[src/sek_consts.vh]
// Purpose: Shared constants for the serial EEPROM command port
// Assumes: Included by bare name from every design file
// Notes: Opcodes, sub-codes, command kinds, field sizes and timing
`ifndef SEK_CONSTS_VH
`define SEK_CONSTS_VH

// Array shape
`define SEK_AW 6
`define SEK_DW 16
`define SEK_WORDS 64
`define SEK_ERASED 16'hffff
`define SEK_DUMMY 1'b0

// Opcodes and the sub-codes under opcode 00
`define SEK_OP_READ 2'b10
`define SEK_OP_WRITE 2'b01
`define SEK_OP_ERASE 2'b11
`define SEK_OP_MISC 2'b00
`define SEK_SUB_EN 2'b11
`define SEK_SUB_DIS 2'b00
`define SEK_SUB_ERASE_ALL 2'b10
`define SEK_SUB_WRITE_ALL 2'b01

// Command kinds after decoding
`define SEK_K_READ 3'h0
`define SEK_K_WRITE 3'h1
`define SEK_K_ERASE 3'h2
`define SEK_K_EN 3'h3
`define SEK_K_DIS 3'h4
`define SEK_K_ERASE_ALL 3'h5
`define SEK_K_WRITE_ALL 3'h6

// Bit counts (last index of each field)
`define SEK_CMD_LAST 5'h07
`define SEK_DATA_LAST 5'h0f
`define SEK_CNT_ZERO 5'h00
`define SEK_CNT_ONE 5'h01

// Program cycle time and clock rate
`define SEK_PROG_TIME_US 10000
`define SEK_CLK_MHZ 40
// Ten milliseconds of 40 MHz cycles, sized to the program counter
`define SEK_PROG_CYC 19'h61a80
`define SEK_PW 19
`define SEK_P_ZERO 19'h00000
`define SEK_P_ONE 19'h00001

`endif

[src/sek_eeprom.v]
// Purpose: Command port and sequencer of a 64 x 16 serial EEPROM
// Assumes: ref_clk at 40 MHz, far faster than the serial clock pin
// Notes: Pins pass two flip-flops; serial clock edges are found here
`timescale 1ns/100ps
`include "sek_consts.vh"

module sek_eeprom #(
  parameter [`SEK_PW-1:0] PROG_CYCLES = `SEK_PROG_CYC
) (
  // Clock and reset
  input wire ref_clk,
  input wire rst_b,
  // Serial link pins
  input wire chip_sel,
  input wire serial_clock_pin,
  input wire serial_in,
  // Tri-state serial output
  output wire serial_out,
  output wire serial_out_oe,
  // Status
  output wire prog_busy
);

  // Sequencer states
  localparam [2:0] ST_IDLE = 3'h0;
  localparam [2:0] ST_CMD = 3'h1;
  localparam [2:0] ST_DATA = 3'h2;
  localparam [2:0] ST_ARMED = 3'h3;
  localparam [2:0] ST_RDWAIT = 3'h4;
  localparam [2:0] ST_RDOUT = 3'h5;
  localparam [2:0] ST_SKIP = 3'h6;

  // Synchronisers and edge history
  reg cs_m_q;
  reg cs_s_q;
  reg cs_p_q;
  reg lclk_m_q;
  reg lclk_s_q;
  reg lclk_p_q;
  reg sdin_m_q;
  reg sdin_s_q;

  // Sequencer
  reg [2:0] st_q;
  reg [4:0] cnt_q;
  reg [6:0] cmd_q;
  reg [`SEK_AW-1:0] addr_q;
  reg [`SEK_DW-1:0] data_q;
  reg [`SEK_DW-1:0] sh_q;
  reg [2:0] kind_q;
  reg en_q;
  reg stat_q;
  reg rd_pend_q;
  reg go_q;
  reg out_q;
  reg oe_q;

  // Program engine and array
  reg busy_q;
  reg done_q;
  reg [`SEK_PW-1:0] prog_q;
  reg [`SEK_DW-1:0] mem [0:`SEK_WORDS-1];
  integer i;

  // Buffer handshakes
  wire buf_in_ready;
  wire buf_out_valid;
  wire [`SEK_DW-1:0] buf_out_data;
  wire buf_pop;
  wire buf_push;

  // Pin events seen on the second stage only
  wire lclk_rise = lclk_s_q & ~lclk_p_q;
  wire cs_fall = ~cs_s_q & cs_p_q;
  wire [7:0] cmd_full = {cmd_q, sdin_s_q};
  wire [2:0] kind_new = sek_kind(cmd_full);

  ////////////////////////////////////////////////////////////////
  // Maps opcode and upper address bits to a command kind
  function [2:0] sek_kind;
    input [7:0] c;
    begin
      case (c[7:6])
        `SEK_OP_READ: sek_kind = `SEK_K_READ;
        `SEK_OP_WRITE: sek_kind = `SEK_K_WRITE;
        `SEK_OP_ERASE: sek_kind = `SEK_K_ERASE;
        default: begin
          case (c[5:4])
            `SEK_SUB_EN: sek_kind = `SEK_K_EN;
            `SEK_SUB_DIS: sek_kind = `SEK_K_DIS;
            `SEK_SUB_ERASE_ALL: sek_kind = `SEK_K_ERASE_ALL;
            default: sek_kind = `SEK_K_WRITE_ALL;
          endcase
        end
      endcase
    end
  endfunction

  // Programming commands that need the enable latch
  function is_prog;
    input [2:0] k;
    begin
      is_prog = (k == `SEK_K_WRITE) || (k == `SEK_K_ERASE) ||
                (k == `SEK_K_ERASE_ALL) || (k == `SEK_K_WRITE_ALL);
    end
  endfunction

  ////////////////////////////////////////////////////////////////
  // Two-stage synchronisers plus one history stage for edges
  always @(posedge ref_clk or negedge rst_b) begin
    if (!rst_b) begin
      cs_m_q <= 1'b0;
      cs_s_q <= 1'b0;
      cs_p_q <= 1'b0;
      lclk_m_q <= 1'b0;
      lclk_s_q <= 1'b0;
      lclk_p_q <= 1'b0;
      sdin_m_q <= 1'b0;
      sdin_s_q <= 1'b0;
    end else begin
      cs_m_q <= chip_sel;
      cs_s_q <= cs_m_q;
      cs_p_q <= cs_s_q;
      lclk_m_q <= serial_clock_pin;
      lclk_s_q <= lclk_m_q;
      lclk_p_q <= lclk_s_q;
      sdin_m_q <= serial_in;
      sdin_s_q <= sdin_m_q;
    end
  end

  ////////////////////////////////////////////////////////////////
  // Read words pass through a small buffer to the shifter
  assign buf_push = rd_pend_q & buf_in_ready;
  assign buf_pop = (st_q == ST_RDWAIT) & cs_s_q;

  sek_buf2 #(
    .W(`SEK_DW)
  ) u_rdbuf (
    .ref_clk(ref_clk),
    .rst_b(rst_b),
    .flush(~cs_s_q),
    .in_valid(rd_pend_q),
    .in_ready(buf_in_ready),
    .in_data(mem[addr_q]),
    .out_valid(buf_out_valid),
    .out_ready(buf_pop),
    .out_data(buf_out_data)
  );

  ////////////////////////////////////////////////////////////////
  // Instruction sequencer, enable latch and output driver
  always @(posedge ref_clk or negedge rst_b) begin
    if (!rst_b) begin
      st_q <= ST_IDLE;
      cnt_q <= `SEK_CNT_ZERO;
      cmd_q <= 7'h00;
      addr_q <= 6'h00;
      data_q <= 16'h0000;
      sh_q <= 16'h0000;
      kind_q <= `SEK_K_READ;
      en_q <= 1'b0;
      stat_q <= 1'b0;
      rd_pend_q <= 1'b0;
      go_q <= 1'b0;
      out_q <= 1'b0;
      oe_q <= 1'b0;
    end else if (!cs_s_q) begin
      // Select low clears the decoder and floats the output
      go_q <= cs_fall && (st_q == ST_ARMED);
      if (cs_fall && (st_q == ST_ARMED))
        stat_q <= 1'b1;
      st_q <= ST_IDLE;
      cnt_q <= `SEK_CNT_ZERO;
      rd_pend_q <= 1'b0;
      oe_q <= 1'b0;
      out_q <= 1'b0;
    end else begin
      go_q <= 1'b0;
      if (buf_push)
        rd_pend_q <= 1'b0;
      if (lclk_rise) begin
        case (st_q)
          ST_IDLE: begin
            // Start bit; ignored while a program cycle runs
            if (sdin_s_q && !busy_q) begin
              st_q <= ST_CMD;
              cnt_q <= `SEK_CNT_ZERO;
              stat_q <= 1'b0;
              oe_q <= 1'b0;
            end
          end
          ST_CMD: begin
            cmd_q <= cmd_full[6:0];
            cnt_q <= cnt_q + `SEK_CNT_ONE;
            if (cnt_q == `SEK_CMD_LAST) begin
              addr_q <= cmd_full[5:0];
              kind_q <= kind_new;
              cnt_q <= `SEK_CNT_ZERO;
              if (kind_new == `SEK_K_READ) begin
                // Reads ignore the enable latch
                st_q <= ST_RDWAIT;
                rd_pend_q <= 1'b1;
              end else if (kind_new == `SEK_K_EN) begin
                en_q <= 1'b1;
                st_q <= ST_SKIP;
              end else if (kind_new == `SEK_K_DIS) begin
                en_q <= 1'b0;
                st_q <= ST_SKIP;
              end else if (!en_q) begin
                st_q <= ST_SKIP;
              end else if (kind_new == `SEK_K_WRITE ||
                           kind_new == `SEK_K_WRITE_ALL) begin
                st_q <= ST_DATA;
              end else begin
                st_q <= ST_ARMED;
              end
            end
          end
          ST_DATA: begin
            data_q <= {data_q[`SEK_DW-2:0], sdin_s_q};
            cnt_q <= cnt_q + `SEK_CNT_ONE;
            if (cnt_q == `SEK_DATA_LAST)
              st_q <= ST_ARMED;
          end
          ST_ARMED: begin
            // An extra clock before select drops cancels it
            st_q <= ST_SKIP;
          end
          ST_RDOUT: begin
            out_q <= sh_q[`SEK_DW-1];
            sh_q <= {sh_q[`SEK_DW-2:0], 1'b0};
          end
          ST_RDWAIT: begin
            st_q <= ST_RDWAIT;
          end
          ST_SKIP: begin
            st_q <= ST_SKIP;
          end
          default: begin
            st_q <= ST_IDLE;
          end
        endcase
      end
      // Word arrives from the buffer: drive the dummy zero
      if (st_q == ST_RDWAIT && buf_out_valid) begin
        sh_q <= buf_out_data;
        out_q <= `SEK_DUMMY;
        oe_q <= 1'b1;
        st_q <= ST_RDOUT;
      end
      // Status shown while selected after a program start
      if (st_q == ST_IDLE && stat_q && !(lclk_rise && sdin_s_q && !busy_q)) begin
        oe_q <= 1'b1;
        out_q <= ~busy_q;
      end
    end
  end

  ////////////////////////////////////////////////////////////////
  // Self-timed program engine
  always @(posedge ref_clk or negedge rst_b) begin
    if (!rst_b) begin
      busy_q <= 1'b0;
      done_q <= 1'b0;
      prog_q <= `SEK_P_ZERO;
    end else begin
      done_q <= 1'b0;
      if (go_q && is_prog(kind_q)) begin
        busy_q <= 1'b1;
        prog_q <= PROG_CYCLES - `SEK_P_ONE;
      end else if (busy_q) begin
        if (prog_q == `SEK_P_ZERO) begin
          busy_q <= 1'b0;
          done_q <= 1'b1;
        end else begin
          prog_q <= prog_q - `SEK_P_ONE;
        end
      end
    end
  end

  ////////////////////////////////////////////////////////////////
  // Array update at the end of the program cycle
  // Writes only clear bits, so cells must be erased first
  always @(posedge ref_clk) begin
    if (done_q) begin
      case (kind_q)
        `SEK_K_ERASE: mem[addr_q] <= `SEK_ERASED;
        `SEK_K_WRITE: mem[addr_q] <= mem[addr_q] & data_q;
        `SEK_K_ERASE_ALL: begin
          for (i = 0; i < `SEK_WORDS; i = i + 1)
            mem[i] <= `SEK_ERASED;
        end
        `SEK_K_WRITE_ALL: begin
          for (i = 0; i < `SEK_WORDS; i = i + 1)
            mem[i] <= mem[i] & data_q;
        end
        default: begin
          mem[addr_q] <= mem[addr_q];
        end
      endcase
    end
  end

  // Registered pin drivers
  assign serial_out = out_q;
  assign serial_out_oe = oe_q;
  assign prog_busy = busy_q;

endmodule // sek_eeprom

[src/sek_buf2.v]
// Purpose: Two-entry valid/ready buffer for read words
// Assumes: Single clock, asynchronous active-low reset
// Notes: Flush empties both entries in one cycle
`timescale 1ns/100ps
`include "sek_consts.vh"

module sek_buf2 #(
  parameter W = `SEK_DW
) (
  // Clock and reset
  input wire ref_clk,
  input wire rst_b,
  input wire flush,
  // Fill side
  input wire in_valid,
  output wire in_ready,
  input wire [W-1:0] in_data,
  // Drain side
  output wire out_valid,
  input wire out_ready,
  output wire [W-1:0] out_data
);

  reg [W-1:0] slot_q [0:1];
  reg wr_q;
  reg rd_q;
  reg [1:0] fill_q;
  wire push;
  wire pop;

  // Handshakes from the fill level
  assign in_ready = (fill_q != 2'h2);
  assign out_valid = (fill_q != 2'h0);
  assign out_data = slot_q[rd_q];
  assign push = in_valid & in_ready;
  assign pop = out_valid & out_ready;

  ////////////////////////////////////////////////////////////////
  // Pointers and fill count
  always @(posedge ref_clk or negedge rst_b) begin
    if (!rst_b) begin
      wr_q <= 1'b0;
      rd_q <= 1'b0;
      fill_q <= 2'h0;
    end else if (flush) begin
      wr_q <= 1'b0;
      rd_q <= 1'b0;
      fill_q <= 2'h0;
    end else begin
      if (push)
        wr_q <= ~wr_q;
      if (pop)
        rd_q <= ~rd_q;
      if (push && !pop)
        fill_q <= fill_q + 2'h1;
      else if (pop && !push)
        fill_q <= fill_q - 2'h1;
    end
  end

  // Storage, no reset needed
  always @(posedge ref_clk) begin
    if (push && !flush)
      slot_q[wr_q] <= in_data;
  end

endmodule // sek_buf2

[config.mk]
export PLATFORM = sky130hd
export DESIGN_NAME = sek_eeprom
export DESIGN_NICKNAME = d
export VERILOG_FILES = /design/src/sek_eeprom.v /design/src/sek_buf2.v
export VERILOG_INCLUDE_DIRS = /design/src
export SDC_FILE = /design/constraint.sdc
export NUM_CORES = 2
export LEC_CHECK = 0
export BUFFER_PORTS_ARGS = -buffer_cell sky130_fd_sc_hd__buf_2
export CAP_MARGIN = 0
export CORE_UTILIZATION = 40
export DETAILED_ROUTE_END_ITERATION = 10
export SKIP_LAST_GASP = 1
export SYNTH_ARGS = -nofsm -noshare
export SYNTH_HDL_FRONTEND = slang
export SYNTH_HIERARCHICAL = 1
export SYNTH_SLANG_ARGS = --single-unit
[constraint.sdc]
create_clock -name ref_clk -period 4.5 [get_ports ref_clk]
set_input_delay 0.225 -clock ref_clk [delete_from_list [all_inputs] [get_ports ref_clk]]
set_output_delay 0.225 -clock ref_clk [all_outputs]
set_load 0.01 [all_outputs]
Yosys cells after proc, flatten, opt, wreduce, memory -nomap -nowiden
Memory sizes are Yosys's and may differ from the RTL's.
Index checks and enable logic that the tools add are counted.

word-level totals
  bits in registers = 95
  input bits = 5
  output and inout bits = 3
  memories kept = 2
  memory bits (writable) = 1056

memory list
  memory          words  bits a word  rd ports  clocked after Yosys merged registers in  write ports  line             source
  mem             64     16           65        0                                        64           sek_eeprom.v:62  reg [`SEK_DW-1:0] mem [0:`SEK_WORDS-1];
  u_rdbuf.slot_q  2      16           1         0                                        1            sek_buf2.v:24    reg [W-1:0] slot_q [0:1];

operators by class
  bitwise logic cells = 142
  reduce and logical (&&, ||, !) cells = 43
  equal/unequal tests = 40
  add/sub/neg operators = 4
  mux-type cells = 146

operators with widths
  kind                                                   number
  two-way mux 16 bit                                     70
  bitwise AND 16 bit                                     65
  bitwise OR 1 bit                                       66
  two-way mux 19 bit                                     3
  two-way mux 1 bit                                      51
  two-way mux 3 bit                                      10
  equality test 3 bit, second input constant             7
  two-way mux 5 bit                                      4
  inequality test 4 x 1 -> 1 bit, second input constant  5
  logical NOT 19 bit                                     1
  subtractor 19 x 1 -> 19 bit, second input constant     1
  one-hot mux 3 bit (3 select lines)                     2
  one-hot mux 3 bit (6 select lines)                     1
  OR reduction 16 bit                                    1
  one-hot mux 5 bit (3 select lines)                     1
  AND reduction 3 bit                                    5
  equality test 3 x 2 -> 1 bit, second input constant    4
  inequality test 4 bit, second input constant           3
  nonzero test 2 bit                                     6
  logical AND 1 bit                                      11
  inequality test 2 x 1 -> 1 bit, second input constant  5
  equality test 3 x 1 -> 1 bit, second input constant    3
  equality test 2 bit, second input constant             4
  AND reduction 4 bit                                    2
  other kinds (22)                                       44

Longest topological paths before layout
  word-level depth = 15
  mapped depth = 16
  mapped depth without buffers = 9

Hierarchy
The synthesis kept the hierarchy.

by module, submodules not included
  module      area each (um^2)  cells each  times used
  sek_eeprom  54106.9           4816        1
  sek_buf2    1385.1            76          1

Worst setup path after synthesis
Ideal clock, no wire load.

  path type = register -> register
  from = register addr_q[1]
  to = memory mem[10][9] (netlist bit), data pin
  stages on the path, launching flop included = 14
  arrival time = 3.014 ns
  setup time = 0.254 ns
  setup slack = 1.232 ns
  clock period less this slack = 3.268 ns
  path through = dfrtp_1 buf_6 buf_2 buf_2 mux2i_1 o22ai_1 o31ai_1 o211ai_1 nor4_2 inv_2 maj3_2 a221oi_4 buf_6 nand2_1

RTL lines
  element                   line              source
  start: declaration        sek_eeprom.v:47   reg [`SEK_AW-1:0] addr_q;
  start signal: assignment  sek_eeprom.v:197  addr_q <= cmd_full[5:0];
  end: declaration          sek_eeprom.v:62

==> impl_metrics.env <==
export IMPL_first_pass_iters=6
export IMPL_maxCapViolCount=2
export IMPL_met1_usage_pct=40.2
export IMPL_routedWlPerCell_um=30.4
export IMPL_setup_viol=2
export IMPL_syn_avg_cell_area_um2=11.3
export IMPL_grt_use_met3_pct=7.66
export IMPL_finalCritPeriodShare_pct=100
export IMPL_layout_nets=4950
export IMPL_track_usage_pct=29.3
export IMPL_multi_input_area_mm2=0.0198
export IMPL_period_needed_ns=4.52
export IMPL_place_area_mm2=0.0599
export IMPL_timing_final_ws_setup_ns=-0.0194
export IMPL_seqCellArea_mm2=0.0341
export IMPL_start_util_pct=40.4
export IMPL_core_area_mm2=0.137
export IMPL_syn_num_nets=4900
export IMPL_numClockSinks=1151
export IMPL_synth_ff_type="edfxtp_1"
export IMPL_p_sw_share_pct=20.7
export IMPL_yosysTopAreaCell="edfxtp_1"
export IMPL_violations="max-capacitance violations, max-slew violations, negative setup slack"
export IMPL_drive_above_1_share_pct=17.1
export IMPL_switchingPower_uw=4580
export IMPL_max_slew_worst_pin_slew_ns=1.51
export IMPL_postRouteAntennaNets=0
export IMPL_clkTransAtPathRegs_ns=0.06
export IMPL_p_comb_share_pct=0.3
export IMPL_p_seq_share_pct=52.2
export IMPL_start_kind="flop"
export IMPL_vias=43300
export IMPL_ctsRootBufferMaster="clkbuf_16"
export IMPL_hp_class="in2reg"
export IMPL_ir_worst_vdd_uv=348
export IMPL_slowest_stage="nor2_4"
export IMPL_synth_area_top_cells="edfxtp_1, nand2_1, a21o_1"
export IMPL_synth_edff_count=1056
export IMPL_synth_ff_latch_count=1151
export IMPL_path_cells="nor2_4 -> buf_4 -> a22oi_1 -> o22ai_1 -> a31oi_1 -> o2111ai_1 -> nor3_1 -> buf_4 -> a21oi_4 -> buf_4 -> a211oi_1 -> nor2_1"
export IMPL_antenna_found_initial=4
export IMPL_synthCells=4892
export IMPL_cts_inserted_buffers=132
export IMPL_fin_total_pwr_uw=22100
export IMPL_die_h_um=374
export IMPL_final_area_mm2=0.0641
export IMPL_place_gp_congestion=0.965
export IMPL_die_area_mm2=0.140
export IMPL_synth_top_area_share_pct=57.1
export IMPL_crit_path_max_fanout=18
export IMPL_min_from="chip_sel"
export IMPL_yosysWarnings=6
export IMPL_worstReg2RegEnd="mem[5][0]$_DFFE_PP_"
export IMPL_area_growth_pct=15.5
export IMPL_rows=136
export IMPL_async_flop_share_pct=8.25
export IMPL_finalHoldViolCount=0
export IMPL_portBuffers=7
export IMPL_die_w_um=374
export IMPL_grt_busiest_layer="met2"
export IMPL_worstSkewPairLatency_ns=0.78
export IMPL_drc=0
export IMPL_drt_first_iter_violations=6492
export IMPL_grt_max_degree=71
export IMPL_rsz0062_at_grt="no"
export IMPL_finClkSkew_ns=0.0375
export IMPL_p_int_uw=17500
export IMPL_status="finished, violations left"
export IMPL_r2r_start="addr_q[0]$_DFFE_PN0P_"
export IMPL_cp_arrival_ns=5.14
export IMPL_timing_fmax_ghz=0.221
export IMPL_p_per_area_mw_per_mm2=345
export IMPL_rrSetupSlack_ns=-0.02
export IMPL_synthesis_area_mm2=0.0555
export IMPL_diodes=0
export IMPL_io_pins=8
export IMPL_grt_pass1_vias=40300
export IMPL_path_common_cell="buf_4"
export IMPL_holdWs_ns=0.116
export IMPL_hpwl_um=134000
export IMPL_holdPathEnd="cs_m_q$_DFF_PN0_"
export IMPL_cp_top_family="compound AO/OA/AOI/OAI gates"
export IMPL_grt_pass1_wl_um=298000
export IMPL_fillers=12500
export IMPL_path_buf_inv=3
export IMPL_finalWirelength_um=208000
export IMPL_maxSlewViolCount=2
export IMPL_met2_usage_pct=42.6
export IMPL_relSlewSlack_pct=-1.01
export IMPL_whs_path_depth=2
export IMPL_cpPeakStageDelay_ns=0.68
export IMPL_overflow=0
export IMPL_seq_area_frac_synth_pct=61.4
export IMPL_yosysUniqueCellTypes=91
export IMPL_final_core_util_pct=46.6
export IMPL_critical_path_required_ns=5.13
export IMPL_endpoint_kind="flop"
export IMPL_clockBufferDepth=3
export IMPL_post_drt_via_cell_ratio=6.33
export IMPL_cts_tree="done"
export IMPL_power_leakage_uw=0.0221
export IMPL_power_frac_clock_pct=47.5
export IMPL_cts_max_level=4
export IMPL_path_class="reg2reg"
export IMPL_reg2reg_depth=12
through the flow:
step | setup TNS [ns] | std cells | setup slack (ns)
after global routing | 0 | 6837 | 0.0256
after detailed placement | -1.05 | 6591 | -0.0389
after global placement | -0.0594 | 6591 | -0.00723
after CTS | 0 | 6831 | 0.0633
final | -0.0370 | 6837 | -0.0194
after floorplan | 0 | 4892 | 1.23
Yosys cell counts, types with 73 or more instances:
cell	n
buf_2	139
a22oi_1	217
nand2_1	1361
a21o_1	321
nor2_1	152
a211oi_1	77
o21ai_0	81
mux2_2	73
clkbuf_1	222
dfrtp_1	95
mux2i_1	96
o22ai_1	77
a21oi_1	154
a221oi_1	78
edfxtp_1	1056
layout by cell type (no fill, tap or decap), types with 28 or more instances in the layout:
| cell | count |
|---|---|
| clkbuf_16 | 135 |
| o221ai_1 | 32 |
| o21ai_0 | 80 |
| dfrtp_1 | 92 |
| nor3_1 | 40 |
| nand2_2 | 61 |
| buf_4 | 287 |
| mux2_2 | 73 |
| a21oi_1 | 89 |
| clkinv_1 | 30 |
| a21oi_4 | 37 |
| nand2_1 | 1359 |
| a22oi_1 | 217 |
| edfxtp_1 | 1056 |
| a21oi_2 | 29 |
| buf_12 | 75 |
| a21o_1 | 321 |
| nand3_1 | 41 |
| a221oi_1 | 78 |
| nor2_1 | 150 |
| o22ai_1 | 77 |
| clkbuf_1 | 28 |
| a211oi_1 | 77 |
| a22o_1 | 36 |
| mux2i_1 | 96 |
metal layers:
metal / vias up / wire, um
met3: 583 / 26100
li1: 18100 / -
met2: 3001 / 88900
met1: 21600 / 80900
met5: - / 18
met4: 2 / 12100
what timing repair did:
item | 4_1_cts | 5_1_grt
setup buffers | 1 | 6
pin swaps | 1 | 1
hold buffers | 4 | 0
resized for setup | 1 | 2
endpoints found under the setup margin | 84 | 73
gates cloned | 0 | 0
hold endpoints to repair | 72 | 0
power by group through the flow:
stage               Combinational, uW  Clock, uW  Sequential, uW
CTS                              62.5      10600           11500
global route                     69.6      11000           11500
finish                           60.9      10500           11500
global placement                 58.5          0           11800
floorplan                        33.6          0           11800
detailed placement               59.4          0           11800
cell families after synthesis:
family | count (synthesis) | synth area share, %
AO/OA/AOI/OAI | 1211 | 15.8
XOR/XNOR | 14 | 0.221
adder cells (fa/ha/maj) | 9 | 0.185
buffers and inverters | 485 | 4.20
flip-flops | 1151 | 61.4
multiplexers | 198 | 4.33
AND/OR/NAND/NOR | 1824 | 13.8
sequential cells by signal, indices dropped and copies added (netlist names), 2 cells and up:
signal / count
data_q: 16
prog_q: 19
st_q: 3
cnt_q: 5
u_rdbuf/slot_q: 32
cmd_q: 7
u_rdbuf/fill_q: 2
addr_q: 6
mem: 1024
kind_q: 3
sh_q: 16
worst max-delay path by stage:
stage	slack (ns)	endpoint	depth (start not counted)	from
3_3_place_gp	-0.007	mem[54][7]$_DFFE_PP_	12	addr_q[2]$_DFFE_PN0P_
3_5_place_dp	-0.04	mem[22][7]$_DFFE_PP_	12	addr_q[2]$_DFFE_PN0P_
4_1_cts	0.06	mem[5][7]$_DFFE_PP_	12	addr_q[2]$_DFFE_PN0P_
6_report	-0.02	mem[5][0]$_DFFE_PP_	12	addr_q[0]$_DFFE_PN0P_
2_1_floorplan	1.23	mem[10][9]$_DFFE_PP_	13	addr_q[1]$_DFFE_PN0P_
5_1_grt	0.03	mem[60][13]$_DFFE_PP_	13	addr_q[0]$_DFFE_PN0P_
layout make-up:
class | instances | share of cell area, %
Multi-Input combinational cell | 3256 | 30.9
Sequential cell | 1151 | 53.2
Clock inverter | 65 | 0.839
Clock buffer | 170 | 5.58
Tap cell | 1794 | 3.50
Inverter | 28 | 0.168
Timing Repair Buffer | 373 | 5.83
worst reg2reg max path: cells and delay by family, from the launching register on:
family | cells | cell delay, ns
and+or+nand+nor | 3 | 1.06
DFF | 1 | 0.59
buffers and inverters | 3 | 0.95
AOI/OAI and AO/OA | 6 | 1.75
Note: power is estimated with default switching activity, not from simulation.
